File: config.mk
export PLATFORM = sky130hd
export DESIGN_NAME = ccss_top
export DESIGN_NICKNAME = d
export VERILOG_FILES = /design/src/hw/ccss_pkg.sv /design/src/hw/ccss_top.sv
export SDC_FILE = /design/constraint.sdc
export NUM_CORES = 1
export LEC_CHECK = 0
export BUFFER_PORTS_ARGS = -buffer_cell sky130_fd_sc_hd__buf_2
export CAP_MARGIN = 20
export CORE_ASPECT_RATIO = 1.1
export CORE_UTILIZATION = 43
export CTS_CLUSTER_DIAMETER = 100
export DETAILED_ROUTE_END_ITERATION = 10
export GPL_TIMING_DRIVEN = 0
export HOLD_SLACK_MARGIN = 0.03
export PLACE_DENSITY = 0.79
export SETUP_SLACK_MARGIN = 0.05
export SKIP_CTS_REPAIR_TIMING = 1
export SYNTH_ARGS = -nofsm -noshare
export SYNTH_HDL_FRONTEND = slang
export SYNTH_SLANG_ARGS = --single-unit
File: constraint.sdc
create_clock -name clk -period 1.9 [get_ports clk]
set_input_delay 0.38 -clock clk [delete_from_list [all_inputs] [get_ports clk]]
set_output_delay 0.38 -clock clk [all_outputs]
set_load 0.01 [all_outputs]
File: src/hw/ccss_pkg.sv
// Package of offsets, field positions and reset values for the clock selector
`default_nettype none
package ccss_pkg;
    localparam logic [15:0] ADDR_SUB_OSC_MODE = 16'hfff0;
    localparam logic [15:0] ADDR_CLOCK_SOURCE = 16'hfff2;
    localparam logic [15:0] ADDR_PROC_CLOCK = 16'hfffb;
    localparam logic [7:0] RST_CLOCK_SOURCE = 8'h00;
    localparam logic [7:0] RST_PROC_CLOCK = 8'h02;
    localparam logic [7:0] RST_SUB_OSC_MODE = 8'h00;
    localparam int POS_SUB_SELECT = 4;
    localparam int POS_STATUS = 5;
    localparam int POS_MAIN_DIVIDE = 1;
    localparam int POS_MAIN_STOP = 7;
    localparam int POS_FEEDBACK_OFF = 1;
    localparam int POS_SUB_STOP = 0;
    // Writable bits; all others are held at zero
    localparam logic [7:0] MASK_CLOCK_SOURCE = 8'h10;
    localparam logic [7:0] MASK_PROC_CLOCK = 8'h82;
    localparam logic [7:0] MASK_SUB_OSC_MODE = 8'h03;
    // Slow main mode divides by four; subclock path divides by two
    localparam logic [1:0] MAIN_SLOW_LAST = 2'h3;
    localparam logic SUB_DIV_LAST = 1'b1;
    localparam int SYNC_DEPTH = 3;
endpackage : ccss_pkg
`default_nettype wire

File: src/hw/ccss_top.sv
// CPU clock source selector, oscillator control and standby gating
//
// Strobed register access was decided locally.
`default_nettype none
module ccss_top
    import ccss_pkg::*;
(
    input wire logic clk,
    input wire logic reset,
    input wire logic [15:0] regAddr,
    input wire logic [7:0] regWrData,
    input wire logic [7:0] regWrMask,
    input wire logic regWr,
    input wire logic regRd,
    output logic [7:0] regRdData,
    input wire logic mainOscClk,
    input wire logic subOscClk,
    input wire logic haltReq,
    input wire logic stopReq,
    input wire logic wakeReq,
    output logic cpuTick,
    output logic periphTick,
    output logic [7:0] periphDiv,
    output logic subTick,
    output logic mainOscEnable,
    output logic subOscEnable,
    output logic feedbackResistorOff,
    output logic haltMode,
    output logic stopMode
);
    logic [7:0] clockSource_r, clockSource_nxt;
    logic [7:0] procClock_r, procClock_nxt;
    logic [7:0] subOscMode_r, subOscMode_nxt;
    logic [7:0] rdData_r, rdData_nxt;
    logic [SYNC_DEPTH-1:0] sync_r [2], sync_nxt [2];
    logic level_r [2], level_nxt [2];
    logic mainEdge, subEdge;
    logic activeSub_r, activeSub_nxt;
    logic activeSlow_r, activeSlow_nxt;
    logic [1:0] mainCnt_r, mainCnt_nxt;
    logic subCnt_r, subCnt_nxt;
    logic [7:0] periphDiv_r, periphDiv_nxt;
    logic cpuTick_r, cpuTick_nxt;
    logic periphTick_r, periphTick_nxt;
    logic subTick_r, subTick_nxt;
    logic mainOscEn_r, mainOscEn_nxt;
    logic subOscEn_r, subOscEn_nxt;
    logic fbOff_r, fbOff_nxt;
    logic halt_r, halt_nxt;
    logic stop_r, stop_nxt;
    logic wrSrc, wrProc, wrMode;

    function automatic logic [7:0] mergeWrite(input logic [7:0] old,
                                              input logic [7:0] data,
                                              input logic [7:0] bitMask,
                                              input logic [7:0] legal);
        mergeWrite = ((old & ~bitMask) | (data & bitMask)) & legal;
    endfunction : mergeWrite

    assign wrSrc = regWr && (regAddr == ADDR_CLOCK_SOURCE);
    assign wrProc = regWr && (regAddr == ADDR_PROC_CLOCK);
    assign wrMode = regWr && (regAddr == ADDR_SUB_OSC_MODE);

    // Oscillator pins are asynchronous: three flops, then agreement filter
    for (genvar g = 0; g < 2; g++) begin : g_sync
        always_comb begin
            sync_nxt[g] = {sync_r[g][SYNC_DEPTH-2:0],
                           (g == 0) ? mainOscClk : subOscClk};
            level_nxt[g] = level_r[g];
            if (sync_r[g][1] == sync_r[g][2]) begin
                level_nxt[g] = sync_r[g][2];
            end
        end
    end
    // A stopped oscillator yields no edges even if the pin still toggles
    assign mainEdge = level_nxt[0] && !level_r[0] && mainOscEn_r;
    assign subEdge = level_nxt[1] && !level_r[1] && subOscEn_r;

    always_comb begin
        clockSource_nxt = clockSource_r;
        procClock_nxt = procClock_r;
        subOscMode_nxt = subOscMode_r;
        if (wrSrc) begin
            clockSource_nxt = mergeWrite(clockSource_r, regWrData,
                                         regWrMask, MASK_CLOCK_SOURCE);
        end
        if (wrProc) begin
            procClock_nxt = mergeWrite(procClock_r, regWrData, regWrMask,
                                       MASK_PROC_CLOCK);
            // Setting the stop bit counts only once the CPU runs on the subclock
            if (!activeSub_r && !procClock_r[POS_MAIN_STOP]) begin
                procClock_nxt[POS_MAIN_STOP] = 1'b0;
            end
        end
        if (wrMode) begin
            subOscMode_nxt = mergeWrite(subOscMode_r, regWrData, regWrMask,
                                        MASK_SUB_OSC_MODE);
        end

        rdData_nxt = 8'h00;
        if (regRd) begin
            case (regAddr)
                ADDR_CLOCK_SOURCE: begin
                    rdData_nxt = clockSource_r;
                    rdData_nxt[POS_STATUS] = activeSub_r;
                end
                ADDR_PROC_CLOCK: begin
                    rdData_nxt = procClock_r;
                end
                ADDR_SUB_OSC_MODE: begin
                    rdData_nxt = subOscMode_r;
                end
                default: begin
                    rdData_nxt = 8'h00;
                end
            endcase
        end

        // Multiplexer switches only on an edge of the incoming source
        activeSub_nxt = activeSub_r;
        activeSlow_nxt = activeSlow_r;
        mainCnt_nxt = mainCnt_r;
        subCnt_nxt = subCnt_r;
        if (clockSource_r[POS_SUB_SELECT] && !activeSub_r && subEdge) begin
            activeSub_nxt = 1'b1;
            subCnt_nxt = 1'b0;
        end else if (!clockSource_r[POS_SUB_SELECT] && activeSub_r
                     && mainEdge) begin
            activeSub_nxt = 1'b0;
            activeSlow_nxt = procClock_r[POS_MAIN_DIVIDE];
            mainCnt_nxt = 2'h0;
        end else begin
            if (mainEdge) begin
                mainCnt_nxt = mainCnt_r + 2'h1;
                if (mainCnt_r == 2'h0 || !activeSlow_r) begin
                    activeSlow_nxt = procClock_r[POS_MAIN_DIVIDE];
                    mainCnt_nxt = 2'h1;
                end else if (mainCnt_r == MAIN_SLOW_LAST) begin
                    mainCnt_nxt = 2'h0;
                end
            end
            if (subEdge) begin
                subCnt_nxt = !subCnt_r;
            end
        end

        halt_nxt = halt_r;
        stop_nxt = stop_r;
        if (wakeReq) begin
            halt_nxt = 1'b0;
            stop_nxt = 1'b0;
        end else if (stopReq && !activeSub_r) begin
            stop_nxt = 1'b1;
        end else if (haltReq) begin
            halt_nxt = 1'b1;
        end

        cpuTick_nxt = 1'b0;
        if (!halt_r && !stop_r) begin
            if (activeSub_r) begin
                cpuTick_nxt = subEdge && (subCnt_r == SUB_DIV_LAST);
            end else if (activeSlow_r) begin
                cpuTick_nxt = mainEdge && (mainCnt_r == MAIN_SLOW_LAST);
            end else begin
                cpuTick_nxt = mainEdge;
            end
        end

        periphTick_nxt = mainEdge;
        periphDiv_nxt = mainEdge ? periphDiv_r + 8'h01 : periphDiv_r;
        subTick_nxt = subEdge;

        mainOscEn_nxt = !stop_nxt
                        && !(procClock_nxt[POS_MAIN_STOP] && activeSub_nxt);
        subOscEn_nxt = !subOscMode_nxt[POS_SUB_STOP];
        fbOff_nxt = subOscMode_nxt[POS_FEEDBACK_OFF];
    end

    always_ff @(posedge clk) begin
        if (reset) begin
            clockSource_r <= RST_CLOCK_SOURCE;
            procClock_r <= RST_PROC_CLOCK;
            subOscMode_r <= RST_SUB_OSC_MODE;
            rdData_r <= 8'h00;
            sync_r[0] <= '0;
            sync_r[1] <= '0;
            level_r <= '{1'b0, 1'b0};
            activeSub_r <= 1'b0;
            activeSlow_r <= RST_PROC_CLOCK[POS_MAIN_DIVIDE];
            mainCnt_r <= 2'h0;
            subCnt_r <= 1'b0;
            periphDiv_r <= 8'h00;
            cpuTick_r <= 1'b0;
            periphTick_r <= 1'b0;
            subTick_r <= 1'b0;
            mainOscEn_r <= 1'b0;
            subOscEn_r <= 1'b1;
            fbOff_r <= 1'b0;
            halt_r <= 1'b0;
            stop_r <= 1'b0;
        end else begin
            clockSource_r <= clockSource_nxt;
            procClock_r <= procClock_nxt;
            subOscMode_r <= subOscMode_nxt;
            rdData_r <= rdData_nxt;
            sync_r[0] <= sync_nxt[0];
            sync_r[1] <= sync_nxt[1];
            level_r <= level_nxt;
            activeSub_r <= activeSub_nxt;
            activeSlow_r <= activeSlow_nxt;
            mainCnt_r <= mainCnt_nxt;
            subCnt_r <= subCnt_nxt;
            periphDiv_r <= periphDiv_nxt;
            cpuTick_r <= cpuTick_nxt;
            periphTick_r <= periphTick_nxt;
            subTick_r <= subTick_nxt;
            mainOscEn_r <= mainOscEn_nxt;
            subOscEn_r <= subOscEn_nxt;
            fbOff_r <= fbOff_nxt;
            halt_r <= halt_nxt;
            stop_r <= stop_nxt;
        end
    end

    assign regRdData = rdData_r;
    assign cpuTick = cpuTick_r;
    assign periphTick = periphTick_r;
    assign periphDiv = periphDiv_r;
    assign subTick = subTick_r;
    assign mainOscEnable = mainOscEn_r;
    assign subOscEnable = subOscEn_r;
    assign feedbackResistorOff = fbOff_r;
    assign haltMode = halt_r;
    assign stopMode = stop_r;

    property p_reset_values;
        @(posedge clk) reset |=> clockSource_r == 8'h00
            && procClock_r == 8'h02 && subOscMode_r == 8'h00;
    endproperty
    a_reset_values: assert property (p_reset_values)
        else $error("register reset values wrong");

    property p_osc_off_in_reset;
        @(posedge clk) reset |=> !mainOscEnable;
    endproperty
    a_osc_off_in_reset: assert property (p_osc_off_in_reset)
        else $error("main oscillator enabled during reset");

    property p_status_read;
        @(posedge clk) disable iff (reset)
        regRd && regAddr == ADDR_CLOCK_SOURCE
            |=> regRdData[5] == $past(activeSub_r) && regRdData[3:0] == 4'h0;
    endproperty
    a_status_read: assert property (p_status_read)
        else $error("status bit read wrong");

    property p_stop_ignored;
        @(posedge clk) disable iff (reset)
        wrProc && regWrData[7] && regWrMask[7] && !activeSub_r
            && !procClock_r[7] |=> !procClock_r[7];
    endproperty
    a_stop_ignored: assert property (p_stop_ignored)
        else $error("main stop accepted on main clock");

    property p_bit_write;
        @(posedge clk) disable iff (reset)
        wrProc && regWrMask == 8'h02
            |=> procClock_r[7] == $past(procClock_r[7])
                && procClock_r[1] == $past(regWrData[1]);
    endproperty
    a_bit_write: assert property (p_bit_write)
        else $error("single bit write disturbed other bits");

    property p_no_stop_on_sub;
        @(posedge clk) disable iff (reset)
        stopReq && !wakeReq && activeSub_r && !stop_r |=> !stopMode;
    endproperty
    a_no_stop_on_sub: assert property (p_no_stop_on_sub)
        else $error("stop entered on subclock");

    property p_standby_no_tick;
        @(posedge clk) disable iff (reset)
        (haltMode || stopMode) |=> !cpuTick;
    endproperty
    a_standby_no_tick: assert property (p_standby_no_tick)
        else $error("cpu tick during standby");

    property p_switch_on_edge;
        @(posedge clk) disable iff (reset)
        $changed(activeSub_r) |-> $past(activeSub_r ? mainEdge : subEdge);
    endproperty
    a_switch_on_edge: assert property (p_switch_on_edge)
        else $error("source switched without an edge");

    property p_tick_source;
        @(posedge clk) disable iff (reset)
        cpuTick |-> $past(activeSub_r ? subEdge : mainEdge);
    endproperty
    a_tick_source: assert property (p_tick_source)
        else $error("cpu tick from wrong source");

    property p_sub_stop;
        @(posedge clk) disable iff (reset)
        wrMode && regWrMask[0] |=> subOscEnable == !$past(regWrData[0])
            && feedbackResistorOff == subOscMode_r[1];
    endproperty
    a_sub_stop: assert property (p_sub_stop)
        else $error("sub oscillator enable wrong");

    property p_periph_main;
        @(posedge clk) disable iff (reset)
        periphTick |-> $past(mainOscEnable);
    endproperty
    a_periph_main: assert property (p_periph_main)
        else $error("peripheral tick with main oscillator stopped");
endmodule : ccss_top
`default_nettype wire

==> impl_metrics.json <==
{
  "fin_crit_ps": 1621,
  "die-area_um2": 3997,
  "cp_data_required_time_ps": 2140,
  "syn_area_per_cell_um2": 9.157,
  "muxShareOfSynthArea": 0.01242,
  "clock_latency_ps": 340,
  "path_cells": "buf_2, nand4b_4, or4_4, or4_4, a21o_1",
  "p_int_w": 0.0009882,
  "antenna_found_initial": 0,
  "seq_area_um2": 760.7,
  "vias": 1442,
  "grt_pass1_vias": 1214,
  "final_core_util": 0.5722,
  "clock_sinks": 38,
  "synth_adder_area_share": 0.02329,
  "ir_drop_uv": 404.5,
  "fmax_mhz": 617.0,
  "layout_commonest_cell": "buf_2",
  "worstReg2RegStart": "level_r[0]",
  "grt_max_degree": 11,
  "final_cell_mix": "52 x buf_2, 38 x dfxtp_1, 16 x nor2_1, 12 x a21oi_1",
  "p_clk_frac": 0.296,
  "clk_pin_slew_ps": 100,
  "synthXorXnorAreaFrac": 0.03804,
  "r2r_setup_slack_ps": 390,
  "drc": 0,
  "p_leak_nw": 0.8790,
  "overflow": 0,
  "design_area_um2": 1984,
  "combPwrFrac": 0.071,
  "gp_congestion": 0.7762,
  "yosys-top-cells-area": "dfxtp_1 47%, nor2b_1 4.3%, a21oi_1 3.7%",
  "fin_crit_sh": 0.8530,
  "synth.largest_area_cell": "dfxtp_1",
  "postSynthCellCount": 176,
  "synth_top_family_by_area": "simple AND/OR/NAND/NOR gates",
  "multi_input_comb_area_um2": 787.0,
  "dr.first_iter.drc_count": 36,
  "crit_path_max_fanout": 6,
  "fill_cells": 344,
  "num_io_pins": 65,
  "cts_tree": "yes",
  "ys.flop_type": "dfxtp_1",
  "cpPeakStageDelay_ps": 530,
  "rr_endpoint": "activeSlow_r",
  "maxSlewViolCount": 0,
  "cts_buffers": 5,
  "hold_path_startpoint": "wakeReq",
  "clockBufferDepth": 2,
  "power_frac_seq": 0.633,
  "yosysSeqAreaShare": 0.4720,
  "synth_area_um2": 1612,
  "reg2reg_depth": 5,
  "grt_pass1_wl_mm": 5.409,
  "cpMaxStageDelayCell": "or4_4",
  "critPathLaunch": "regAddr[2]",
  "synthArstFlopShare": 0,
  "synth_compound_area_frac": 0.1079,
  "ant_nets": 0,
  "maxCapViolations": 0,
  "core_um2": 3468,
  "root_buffer": "clkbuf_4",
  "wl_per_cell_um": 11.33,
  "wl_mm": 3.229,
  "worstHoldPathType": "in -> reg",
  "met3_length_um": 171,
  "highest_layer": "met4",
  "crit_type": "in -> reg",
  "start_util": 0.4646,
  "synth_cell_types": 39,
  "yosys.area_share.simple": 0.2997,
  "finalNetCount": 281,
  "ys_ff_latch": 38,
  "placed_area_um2": 1939,
  "fin_skew_ps": 7.406,
  "die_w_um": 60.37,
  "area_growth_pct": 23.14,
  "hold_ws_ps": 227.7,
  "io_buffer_count": 52,
  "p_sw_w": 0.0002919,
  "die_h_um": 66.21,
  "end_kind": "flip-flop",
  "cpMostUsedCell": "or4_4",
  "synth_top_area_frac": 0.4720,
  "grt_setup_unrepaired": "no",
  "setup_viol_count_final": 0,
  "synth_edf_count": 0,
  "worstHoldEndpoint": "stopMode",
  "n_antenna_cell": 0,
  "worst_pin_slew_ps": 691.3,
  "swShare": 0.2280,
  "drive_above_1_share": 0.2827,
  "cts_max_level": 2,
  "relSlewSlack": 0.5353,
  "met2RoutedLength_mm": 1.490,
  "min_path_cells": 2,
  "row_count": 22,
  "met1Wirelength_mm": 1.500,
  "dp_hpwl_mm": 2.470,
  "gr-usage-all-layers": 0.1863,
  "drtPass1Iterations": 4,
  "start_kind": "input pin",
  "yosys_warnings": 0,
  "worstPathArrival_ps": 1860,
  "hold_viol": 0,
  "routed_via_density": 5.060,
  "status": "complete, no violations",
  "powerDensity_nw_per_um2": 645.1
}
synth_stat cells, types with 2 or more instances:
master / number
nor2b_1: 11
nand4_1: 6
buf_4: 3
inv_1: 6
nor3_1: 4
nand2b_1: 2
and4b_1: 2
nand3_1: 7
a21oi_1: 12
nand4b_1: 3
o21ai_0: 5
nand2_1: 11
or3_2: 2
clkbuf_1: 7
dfxtp_1: 38
nor2_1: 16
a31oi_1: 4
a21o_1: 2
xor2_1: 6
ha_1: 3
and3_1: 5
mux2i_1: 2
and4_1: 2
or4_4: 2
cell type report:
class                           instances  share of cell area
Clock buffer                            7             0.02270
Multi-Input combinational cell        124              0.3966
Sequential cell                        38              0.3834
Tap cell                               48             0.03026
Inverter                                6             0.01135
Timing Repair Buffer                   52              0.1311
Buffer                                 10             0.02459
flip-flops by register name, indices dropped and copies added, names as in the netlist, 2 cells and up, named ones only:
register,count
mainCnt_r,2
regRdData,5
periphDiv,8
level_r,2
sync_r,6
cell families (layout without fill, tap and decap cells):
group | count (synthesis) | after routing
DFF | 38 | 38
and+or+nand+nor | 80 | 80
other | 1 | 3
AOI/OAI and AO/OA | 29 | 29
xor gates and xnor gates | 7 | 7
adders and majority gates | 3 | 3
buffers and inverters | 16 | 75
muxes | 2 | 2
per-stage QoR:
stage          total power (W)  TNS, ps  setup WS [ps]  std cells
2_1_floorplan        0.0008695        0          80.23        178
3_3_place_gp         0.0009179   -77.01         -77.01        278
3_5_place_dp         0.0009198   -82.13         -82.13        278
4_1_cts               0.001299        0          287.6        285
5_1_grt               0.001345        0          213.3        285
6_report              0.001280        0          279.2        285
worst max-delay path: cells and delay by family:
family,cells,cell delay [ps]
compound gates,1,190
buf+inv,1,100
simple gates,3,1190
worst max path at each step:
stage                        end  slack [ps]  cells past startpoint
finish              subOscEnable         280                      5
floorplan           subOscEnable          80                      4
CTS                 subOscEnable         290                      5
global placement    subOscEnable         -80                      5
detailed placement  subOscEnable         -80                      5
global route        activeSlow_r         210                      5
power groups by stage:
| stage | clock network, W | registers, W | logic (W) |
|---|---|---|---|
| 6_report | 0.000379 | 0.000810 | 0.0000914 |
| 3_5_place_dp | 0 | 0.000829 | 0.0000912 |
| 5_1_grt | 0.000432 | 0.000812 | 0.000101 |
| 2_1_floorplan | 0 | 0.000829 | 0.0000405 |
| 3_3_place_gp | 0 | 0.000828 | 0.0000898 |
| 4_1_cts | 0.000397 | 0.000810 | 0.0000915 |
layer usage:
| layer | track usage | vias up |
|---|---|---|
| met4 | 0.08430 | 0 |
| li1 | - | 739 |
| met5 | 0 | - |
| met1 | 0.2312 | 657 |
| met2 | 0.2898 | 37 |
| met3 | 0.05675 | 9 |
No activity file was read; power rests on OpenSTA's default activity.
